$ cat src/pkg/occ_pkg.sv
package occ_pkg;

	localparam int CMP_W = 16;
	localparam int ADDR_W = 3;

	// Register word offsets
	localparam logic [ADDR_W-1:0] OFS_CTRL = 3'h0;
	localparam logic [ADDR_W-1:0] OFS_PRI = 3'h1;
	localparam logic [ADDR_W-1:0] OFS_SEC = 3'h2;
	localparam logic [ADDR_W-1:0] OFS_STAT = 3'h3;
	localparam logic [ADDR_W-1:0] OFS_MASK = 3'h4;

	// Control register fields
	localparam int CTL_MODE_LO = 0;
	localparam int CTL_MODE_HI = 2;
	localparam int CTL_TSEL_BIT = 3;
	localparam int CTL_FLT_BIT = 4;
	localparam int CTL_IDLE_BIT = 13;

	// Interrupt status and mask fields
	localparam int IRQ_W = 2;
	localparam int IRQ_CMP_BIT = 0;
	localparam int IRQ_FLT_BIT = 1;

	// Reset values
	localparam logic [CMP_W-1:0] CMP_RST = 16'h0000;
	localparam logic [IRQ_W-1:0] IRQ_RST = 2'h0;
	localparam logic [CMP_W-1:0] RDATA_RST = 16'h0000;

	typedef enum logic [2:0] {
		MODE_OFF = 3'h0,
		MODE_SET_HI = 3'h1,
		MODE_SET_LO = 3'h2,
		MODE_TOGGLE = 3'h3,
		MODE_DELAYED = 3'h4,
		MODE_CONT = 3'h5,
		MODE_PWM_NF = 3'h6,
		MODE_PWM_F = 3'h7
	} occ_mode_t;

	typedef enum logic [3:0] {
		ST_OFF = 4'h1,
		ST_ARM = 4'h2,
		ST_HIGH = 4'h4,
		ST_DONE = 4'h8
	} occ_state_t;

	typedef struct packed {
		logic [ADDR_W-1:0] addr;
		logic [CMP_W-1:0] wdata;
		logic wr;
		logic rd;
	} occ_bus_req_t;

	typedef struct packed {
		logic [CMP_W-1:0] t2;
		logic [CMP_W-1:0] t3;
	} occ_timers_t;

endpackage

$ cat src/verilog/occ_channel.sv
// Local design decisions: the address-and-strobe port and the register addresses.
module occ_channel
	import occ_pkg::*;
(
	input wire logic mclk,
	input wire logic reset,
	input wire occ_pkg::occ_bus_req_t bus,
	output logic [occ_pkg::CMP_W-1:0] rdata,
	input wire occ_pkg::occ_timers_t timers,
	input wire logic cpu_idle,
	input wire logic fault_input_a_n,
	output logic pin_out,
	output logic pin_oe_n,
	output logic irq
);
	import occ_pkg::*;

	occ_mode_t mode_r;
	occ_mode_t mode_prev_r;
	occ_state_t state_r;
	occ_state_t state_nxt;
	logic tsel_r;
	logic idle_stop_r;
	logic flt_r;
	logic [CMP_W-1:0] pri_r;
	logic [CMP_W-1:0] sec_r;
	logic [IRQ_W-1:0] stat_r;
	logic [IRQ_W-1:0] mask_r;
	logic [IRQ_W-1:0] evt;
	logic [CMP_W-1:0] rdata_r;
	logic pin_r;
	logic pin_nxt;
	logic oe_n_r;
	logic flt_n_s;
	logic flt_n_d_r;
	logic pri_hit;
	logic sec_hit;
	logic wrap_hit;
	logic mode_chg;
	logic run;
	logic rise;
	logic fall;
	logic cmp_evt;
	logic flt_evt;

	function automatic logic hit(input logic [ADDR_W-1:0] a, input logic [ADDR_W-1:0] ofs);
		hit = (a == ofs);
	endfunction

	function automatic logic init_level(input occ_mode_t m, input logic cur,
		input logic [CMP_W-1:0] pri);
		case (m)
			MODE_SET_LO: init_level = 1'b1;
			MODE_TOGGLE: init_level = cur;
			MODE_PWM_NF, MODE_PWM_F: init_level = (pri != '0);
			default: init_level = 1'b0;
		endcase
	endfunction

	occ_sync #(.RST_VAL(1'b1)) u_flt_sync (
		.mclk(mclk),
		.reset(reset),
		.d(fault_input_a_n),
		.q(flt_n_s)
	);

	occ_match #(.W(CMP_W)) u_match (
		.mclk(mclk),
		.reset(reset),
		.tsel(tsel_r),
		.t2(timers.t2),
		.t3(timers.t3),
		.pri(pri_r),
		.sec(sec_r),
		.pri_hit(pri_hit),
		.sec_hit(sec_hit),
		.wrap_hit(wrap_hit)
	);

	assign run = !(idle_stop_r && cpu_idle);
	assign mode_chg = (mode_r != mode_prev_r);

	// Control register; the fault flag bit is not writable
	always_ff @(posedge mclk) begin
		if (reset) begin
			mode_r <= MODE_OFF;
			tsel_r <= 1'b0;
			idle_stop_r <= 1'b0;
		end else if (bus.wr && hit(bus.addr, OFS_CTRL)) begin
			mode_r <= occ_mode_t'(bus.wdata[CTL_MODE_HI:CTL_MODE_LO]);
			tsel_r <= bus.wdata[CTL_TSEL_BIT];
			idle_stop_r <= bus.wdata[CTL_IDLE_BIT];
		end
	end

	always_ff @(posedge mclk) begin
		if (reset) begin
			pri_r <= CMP_RST;
			sec_r <= CMP_RST;
		end else if (bus.wr) begin
			if (hit(bus.addr, OFS_PRI))
				pri_r <= bus.wdata;
			if (hit(bus.addr, OFS_SEC))
				sec_r <= bus.wdata;
		end
	end

	always_ff @(posedge mclk) begin
		if (reset)
			mode_prev_r <= MODE_OFF;
		else
			mode_prev_r <= mode_r;
	end

	// Output sequencing
	always_comb begin
		pin_nxt = pin_r;
		state_nxt = state_r;
		if (mode_r == MODE_OFF) begin
			pin_nxt = 1'b0;
			state_nxt = ST_OFF;
		end else if (mode_chg) begin
			pin_nxt = init_level(mode_r, pin_r, pri_r);
			state_nxt = ST_ARM;
		end else if (run) begin
			case (mode_r)
				MODE_SET_HI, MODE_SET_LO: begin
					if (state_r == ST_ARM && pri_hit) begin
						pin_nxt = (mode_r == MODE_SET_HI);
						state_nxt = ST_DONE;
					end
				end
				MODE_TOGGLE: begin
					if (pri_hit)
						pin_nxt = !pin_r;
				end
				MODE_DELAYED, MODE_CONT: begin
					case (state_r)
						ST_ARM: begin
							if (pri_hit) begin
								pin_nxt = 1'b1;
								state_nxt = ST_HIGH;
							end
						end
						ST_HIGH: begin
							if (sec_hit) begin
								pin_nxt = 1'b0;
								// Continuous re-arms for the next timer period
								state_nxt = (mode_r == MODE_CONT) ? ST_ARM : ST_DONE;
							end
						end
						default: state_nxt = state_r;
					endcase
				end
				MODE_PWM_NF, MODE_PWM_F: begin
					// Primary match wins at wrap, so a zero duty stays low
					if (pri_hit)
						pin_nxt = 1'b0;
					else if (wrap_hit)
						pin_nxt = 1'b1;
				end
				default: pin_nxt = pin_r;
			endcase
		end
		// Fault protection acts even while halted in idle
		if (mode_r == MODE_PWM_F && !mode_chg && !flt_n_s)
			pin_nxt = 1'b0;
	end

	always_ff @(posedge mclk) begin
		if (reset) begin
			pin_r <= 1'b0;
			state_r <= ST_OFF;
			oe_n_r <= 1'b1;
		end else begin
			pin_r <= pin_nxt;
			state_r <= state_nxt;
			oe_n_r <= (mode_r == MODE_OFF);
		end
	end

	assign pin_out = pin_r;
	assign pin_oe_n = oe_n_r;

	// Fault flag follows the synchronised input, only in mode 111
	always_ff @(posedge mclk) begin
		if (reset) begin
			flt_r <= 1'b0;
			flt_n_d_r <= 1'b1;
		end else begin
			flt_n_d_r <= flt_n_s;
			flt_r <= (mode_r == MODE_PWM_F) && !flt_n_s;
		end
	end

	// Interrupt events
	assign rise = pin_nxt && !pin_r && !mode_chg;
	assign fall = !pin_nxt && pin_r && !mode_chg;
	always_comb begin
		case (mode_r)
			MODE_SET_HI: cmp_evt = rise;
			MODE_SET_LO: cmp_evt = fall;
			MODE_TOGGLE: cmp_evt = rise || fall;
			MODE_DELAYED, MODE_CONT: cmp_evt = fall;
			default: cmp_evt = 1'b0;
		endcase
	end
	assign flt_evt = (mode_r == MODE_PWM_F) && flt_n_d_r && !flt_n_s;
	assign evt = {flt_evt, cmp_evt};

	// Status: write one clears, a same-cycle event still sets
	always_ff @(posedge mclk) begin
		if (reset) begin
			stat_r <= IRQ_RST;
			mask_r <= IRQ_RST;
		end else begin
			if (bus.wr && hit(bus.addr, OFS_STAT))
				stat_r <= (stat_r & ~bus.wdata[IRQ_W-1:0]) | evt;
			else
				stat_r <= stat_r | evt;
			if (bus.wr && hit(bus.addr, OFS_MASK))
				mask_r <= bus.wdata[IRQ_W-1:0];
		end
	end

	assign irq = |(stat_r & mask_r);

	// Read port: data valid only in the cycle after the strobe
	always_ff @(posedge mclk) begin
		if (reset) begin
			rdata_r <= RDATA_RST;
		end else begin
			rdata_r <= RDATA_RST;
			if (bus.rd) begin
				if (hit(bus.addr, OFS_CTRL)) begin
					rdata_r[CTL_MODE_HI:CTL_MODE_LO] <= mode_r;
					rdata_r[CTL_TSEL_BIT] <= tsel_r;
					rdata_r[CTL_FLT_BIT] <= flt_r;
					rdata_r[CTL_IDLE_BIT] <= idle_stop_r;
				end else if (hit(bus.addr, OFS_PRI)) begin
					rdata_r <= pri_r;
				end else if (hit(bus.addr, OFS_SEC)) begin
					rdata_r <= sec_r;
				end else if (hit(bus.addr, OFS_STAT)) begin
					rdata_r[IRQ_W-1:0] <= stat_r;
				end else if (hit(bus.addr, OFS_MASK)) begin
					rdata_r[IRQ_W-1:0] <= mask_r;
				end
			end
		end
	end

	assign rdata = rdata_r;
endmodule // occ_channel

$ cat src/verilog/occ_match.sv
module occ_match #(
	parameter int W = 16
) (
	input wire logic mclk,
	input wire logic reset,
	input wire logic tsel,
	input wire logic [W-1:0] t2,
	input wire logic [W-1:0] t3,
	input wire logic [W-1:0] pri,
	input wire logic [W-1:0] sec,
	output logic pri_hit,
	output logic sec_hit,
	output logic wrap_hit
);
	logic [W-1:0] cnt;
	logic [W-1:0] cnt_prev_r;
	logic moved;

	generate
		if (W < 2) begin : g_bad_w
			$error("occ_match: W must be at least 2");
		end
	endgenerate

	assign cnt = tsel ? t3 : t2;
	// A prescaled timer holds a value many cycles; hit only on arrival
	assign moved = (cnt != cnt_prev_r);

	always_ff @(posedge mclk) begin
		if (reset) begin
			cnt_prev_r <= '0;
			pri_hit <= 1'b0;
			sec_hit <= 1'b0;
			wrap_hit <= 1'b0;
		end else begin
			cnt_prev_r <= cnt;
			pri_hit <= moved && (cnt == pri);
			sec_hit <= moved && (cnt == sec);
			wrap_hit <= moved && (cnt == '0);
		end
	end
endmodule // occ_match

$ cat src/verilog/occ_sync.sv
module occ_sync #(
	parameter logic RST_VAL = 1'b1
) (
	input wire logic mclk,
	input wire logic reset,
	input wire logic d,
	output logic q
);
	logic meta_r;

	// Only the second stage is visible outside
	always_ff @(posedge mclk) begin
		if (reset) begin
			meta_r <= RST_VAL;
			q <= RST_VAL;
		end else begin
			meta_r <= d;
			q <= meta_r;
		end
	end
endmodule // occ_sync
$ cat config.mk
export PLATFORM = sky130hd
export DESIGN_NAME = occ_channel
export DESIGN_NICKNAME = d
export VERILOG_FILES = /design/src/pkg/occ_pkg.sv /design/src/verilog/occ_channel.sv /design/src/verilog/occ_match.sv /design/src/verilog/occ_sync.sv
export SDC_FILE = /design/constraint.sdc
export NUM_CORES = 1
export LEC_CHECK = 0
export BUFFER_PORTS_ARGS = -buffer_cell sky130_fd_sc_hd__buf_2
export CORE_UTILIZATION = 45
export DETAILED_ROUTE_END_ITERATION = 12
export PLACE_DENSITY = 0.77
export SLEW_MARGIN = 0
export SYNTH_ARGS = -nofsm -noshare
export SYNTH_HDL_FRONTEND = slang
export SYNTH_SLANG_ARGS = --single-unit
$ cat constraint.sdc
create_clock -name mclk -period 1.9 [get_ports mclk]
set_input_delay 0.095 -clock mclk [delete_from_list [all_inputs] [get_ports mclk]]
set_output_delay 0.095 -clock mclk [all_outputs]
set_load 0.03 [all_outputs]
==> flow_summary_export.csv <==
group,metric,value,unit
floorplan,dieHeight,101,um
sta,clock_skew,7.44,ps
floorplan,row_count,35,
sta,drv_slew,0,
yosys,synthArstFlopShare,0,
floorplan,die_area,10200,sq um
setup_path,crit_type,"register to register",
layout,layout.nets,647,
floorplan,coreArea,9370,sq um
clock_network,htreeDepth,3,
placed_design,port-buffer-count,75,
sta,worst_slew_pin_slew,607,ps
grt,antenna_found_initial,0,
clock_network,cts_num_sinks,89,
setup_path,path_max_fanout,4,
sta,hold_violations,0,
yosys,synthTopCellsByArea,"dfxtp_1, mux2i_4, xnor2_1, nand2_1, a21oi_1",
layout,syn2layout_area_growth,25.5,%
grt,grt_pass1_wl,18900,um
sta,fin_crit,1850,ps
clock_network,clk_latency,360,ps
clock_network,clkTransAtPathRegs,90,ps
layout,diodes,0,
floorplan,die_w,101,um
yosys,synthCells,481,
setup_path,endpoint_kind,"register",
detailed_routing,drt_iter0_markers,173,
yosys,synth.cell_area,4400,sq um
yosys,synth-main-ff-cell,"dfxtp_1",
worst_hold_path,worstHoldPathType,"input pin to register",
yosys,yosysWarnings,0,
grt,grt_pass1_vias,3900,
layout,multi_input_area,2500,sq um
detailed_routing,wl_per_cell,16.2,um
power_and_ir_drop,power_leakage,2.04,nW
detailed_routing,drcViolationCount,0,
detailed_routing,routed_via_density,5.36,
floorplan,ios,76,
yosys,synth_cell_types,57,
sta,slew_headroom,0.595,
layout,nFillCells,844,
clock_network,cts_tree,"done",
outcome,status,"complete, no violations",
grt,gr-total-overflow,0,
detailed_routing,vias,3871,
clock_network,cts_buffers,9,
power_and_ir_drop,powerDensity,667,nW/um^2
sta,fin_crit_sh,0.974,
yosys,synth_nets,539,
floorplan,initial_utilization,0.470,
layout,ff_latch_area,1790,sq um
yosys,ys_ff_latch,89,
power_and_ir_drop,vdd_drop_max,358,uV
placed_design,pre_cts_ws,22.5,ps
yosys,ys_seq_area_frac,0.405,
layout,stdcell_count,722,
layout,drive_gt1_frac,0.292,
yosys,synth_common_cells,"dfxtp_1, nand2_1, nor2_1",
placed_design,hpwl,8670,um
placed_design,place.gp.congestion,0.911,
placed_design,dpl.cell_count,690,
yosys,synth.avg_cell_area,9.15,sq um
run,maxCapViolCount,0,
sta,max_freq,541,MHz
setup_path,worstPathArrival,2110,ps
detailed_routing,firstDrtPassIters,6,
grt,grt_usage,0.243,
yosys,synth_edf_count,0,
yosys,yosysMostFrequentCell,"dfxtp_1",
sta,setup_ws,50.3,ps
clock_network,clockRootBuffer,"clkbuf_8",
yosys,yosys.area.top_type,"dfxtp_1",
clock_network,cts_buffer_depth,2,
detailed_routing,ant_nets,0,
setup_path,critPathLaunchType,"register",
sta,setup_viol,0,
grt,grt_max_degree,36,
setup_path,cp_data_required_time,2160,ps
detailed_routing,wl,11700,um
yosys,netlist.area_leader.share,0.405,
==> metal layers <==
layer,GRT usage,wire (um),up-vias,part of all wire
met2,0.424,5680,160,0.49
li1,-,-,1869,-
met4,0.107,389,0,0.033
met5,0,0,-,0
met3,0.0395,680,32,0.058
met1,0.294,4930,1810,0.42
==> final timing paths <==
check                                  to  slack [ps]                    startpoint  cells past startpoint
setup / recovery     stat_r[0]$_SDFF_PP0_          50       state_r[0]$_SDFFE_PP1P_                      5
hold / removal      pri_r[3]$_SDFFE_PP0P_           9                        bus[5]                      3
setup reg to reg     stat_r[0]$_SDFF_PP0_          50       state_r[0]$_SDFFE_PP1P_                      5
hold reg to reg   u_flt_sync.q$_SDFF_PP1_         430  u_flt_sync.meta_r$_SDFF_PP1_                      1
==> cell families after synthesis <==
group	synth area share
AO/OA/AOI/OAI	0.112
XOR/XNOR	0.103
adder cells (fa/ha/maj)	0.00284
buffers and inverters	0.0421
flip-flops	0.405
multiplexers	0.108
AND/OR/NAND/NOR	0.226
==> worst max-delay path, stage by stage, from the launching register on <==
cell and delay (ps):
dfxtp_1 370, nor4b_4 370, a211oi_2 140, a2111oi_4 370
o32ai_2 150, a221o_1 330
==> where the power goes <==
part,switching (mW),internal [mW],total [mW]
logic,0.277,0.249,0.526
registers,0.0370,1.91,1.94
clock network,0.702,0.513,1.21
==> cell usage in the layout (no fill, tap or decap), types with 5 or more instances in the layout <==
cell type	count
dfxtp_1	85
buf_2	75
nand2_1	72
nor2_1	50
a21oi_1	44
xnor2_1	33
buf_4	32
xor2_1	18
nor3_1	17
mux2i_4	15
dlygate4sd3_1	14
a22oi_1	12
nor4_1	10
nand4_1	10
clkbuf_8	10
nor2b_1	9
mux2i_1	7
inv_1	5
==> timing repair <==
item | CTS | global route
setup endpoints to repair | 0 | 5
hold buffers | 14 | 0
gates resized for setup | 0 | 10
endpoints found under the hold margin | 27 | 0
buffers inserted | 0 | 2
==> flip-flops by register name (all words and copies together) (netlist names), 2 cells and up <==
register / flops
mask_r: 2
mode_prev_r: 3
mode_r: 3
pri_r: 16
rdata: 16
sec_r: 16
stat_r: 2
state_r: 4
u_match.cnt_prev_r: 16
==> metrics by stage <==
step | utilization | setup TNS, ps | area [sq um] | hold WS (ps) | total power, mW
floorplan | - | -16.4 | 4440 | 199 | 2.27
global placement | 0.546 | 0 | 5120 | 293 | 2.46
detailed placement | 0.546 | 0 | 5120 | 299 | 2.47
CTS | 0.580 | 0 | 5430 | 1.37 | 3.69
global route | 0.589 | -1.80 | 5520 | 11.3 | 3.83
finish | 0.589 | 0 | 5520 | 9.06 | 3.68
==> area by class of cell <==
class	count	share of cell area
multi-input combinational	356	0.453
tap	129	0.0292
sequential	89	0.324
clock inverter	5	0.00725
timing repair buffer	126	0.156
clock buffer	10	0.0249
inverter	7	0.00521
(Power assumes the default switching activity.)
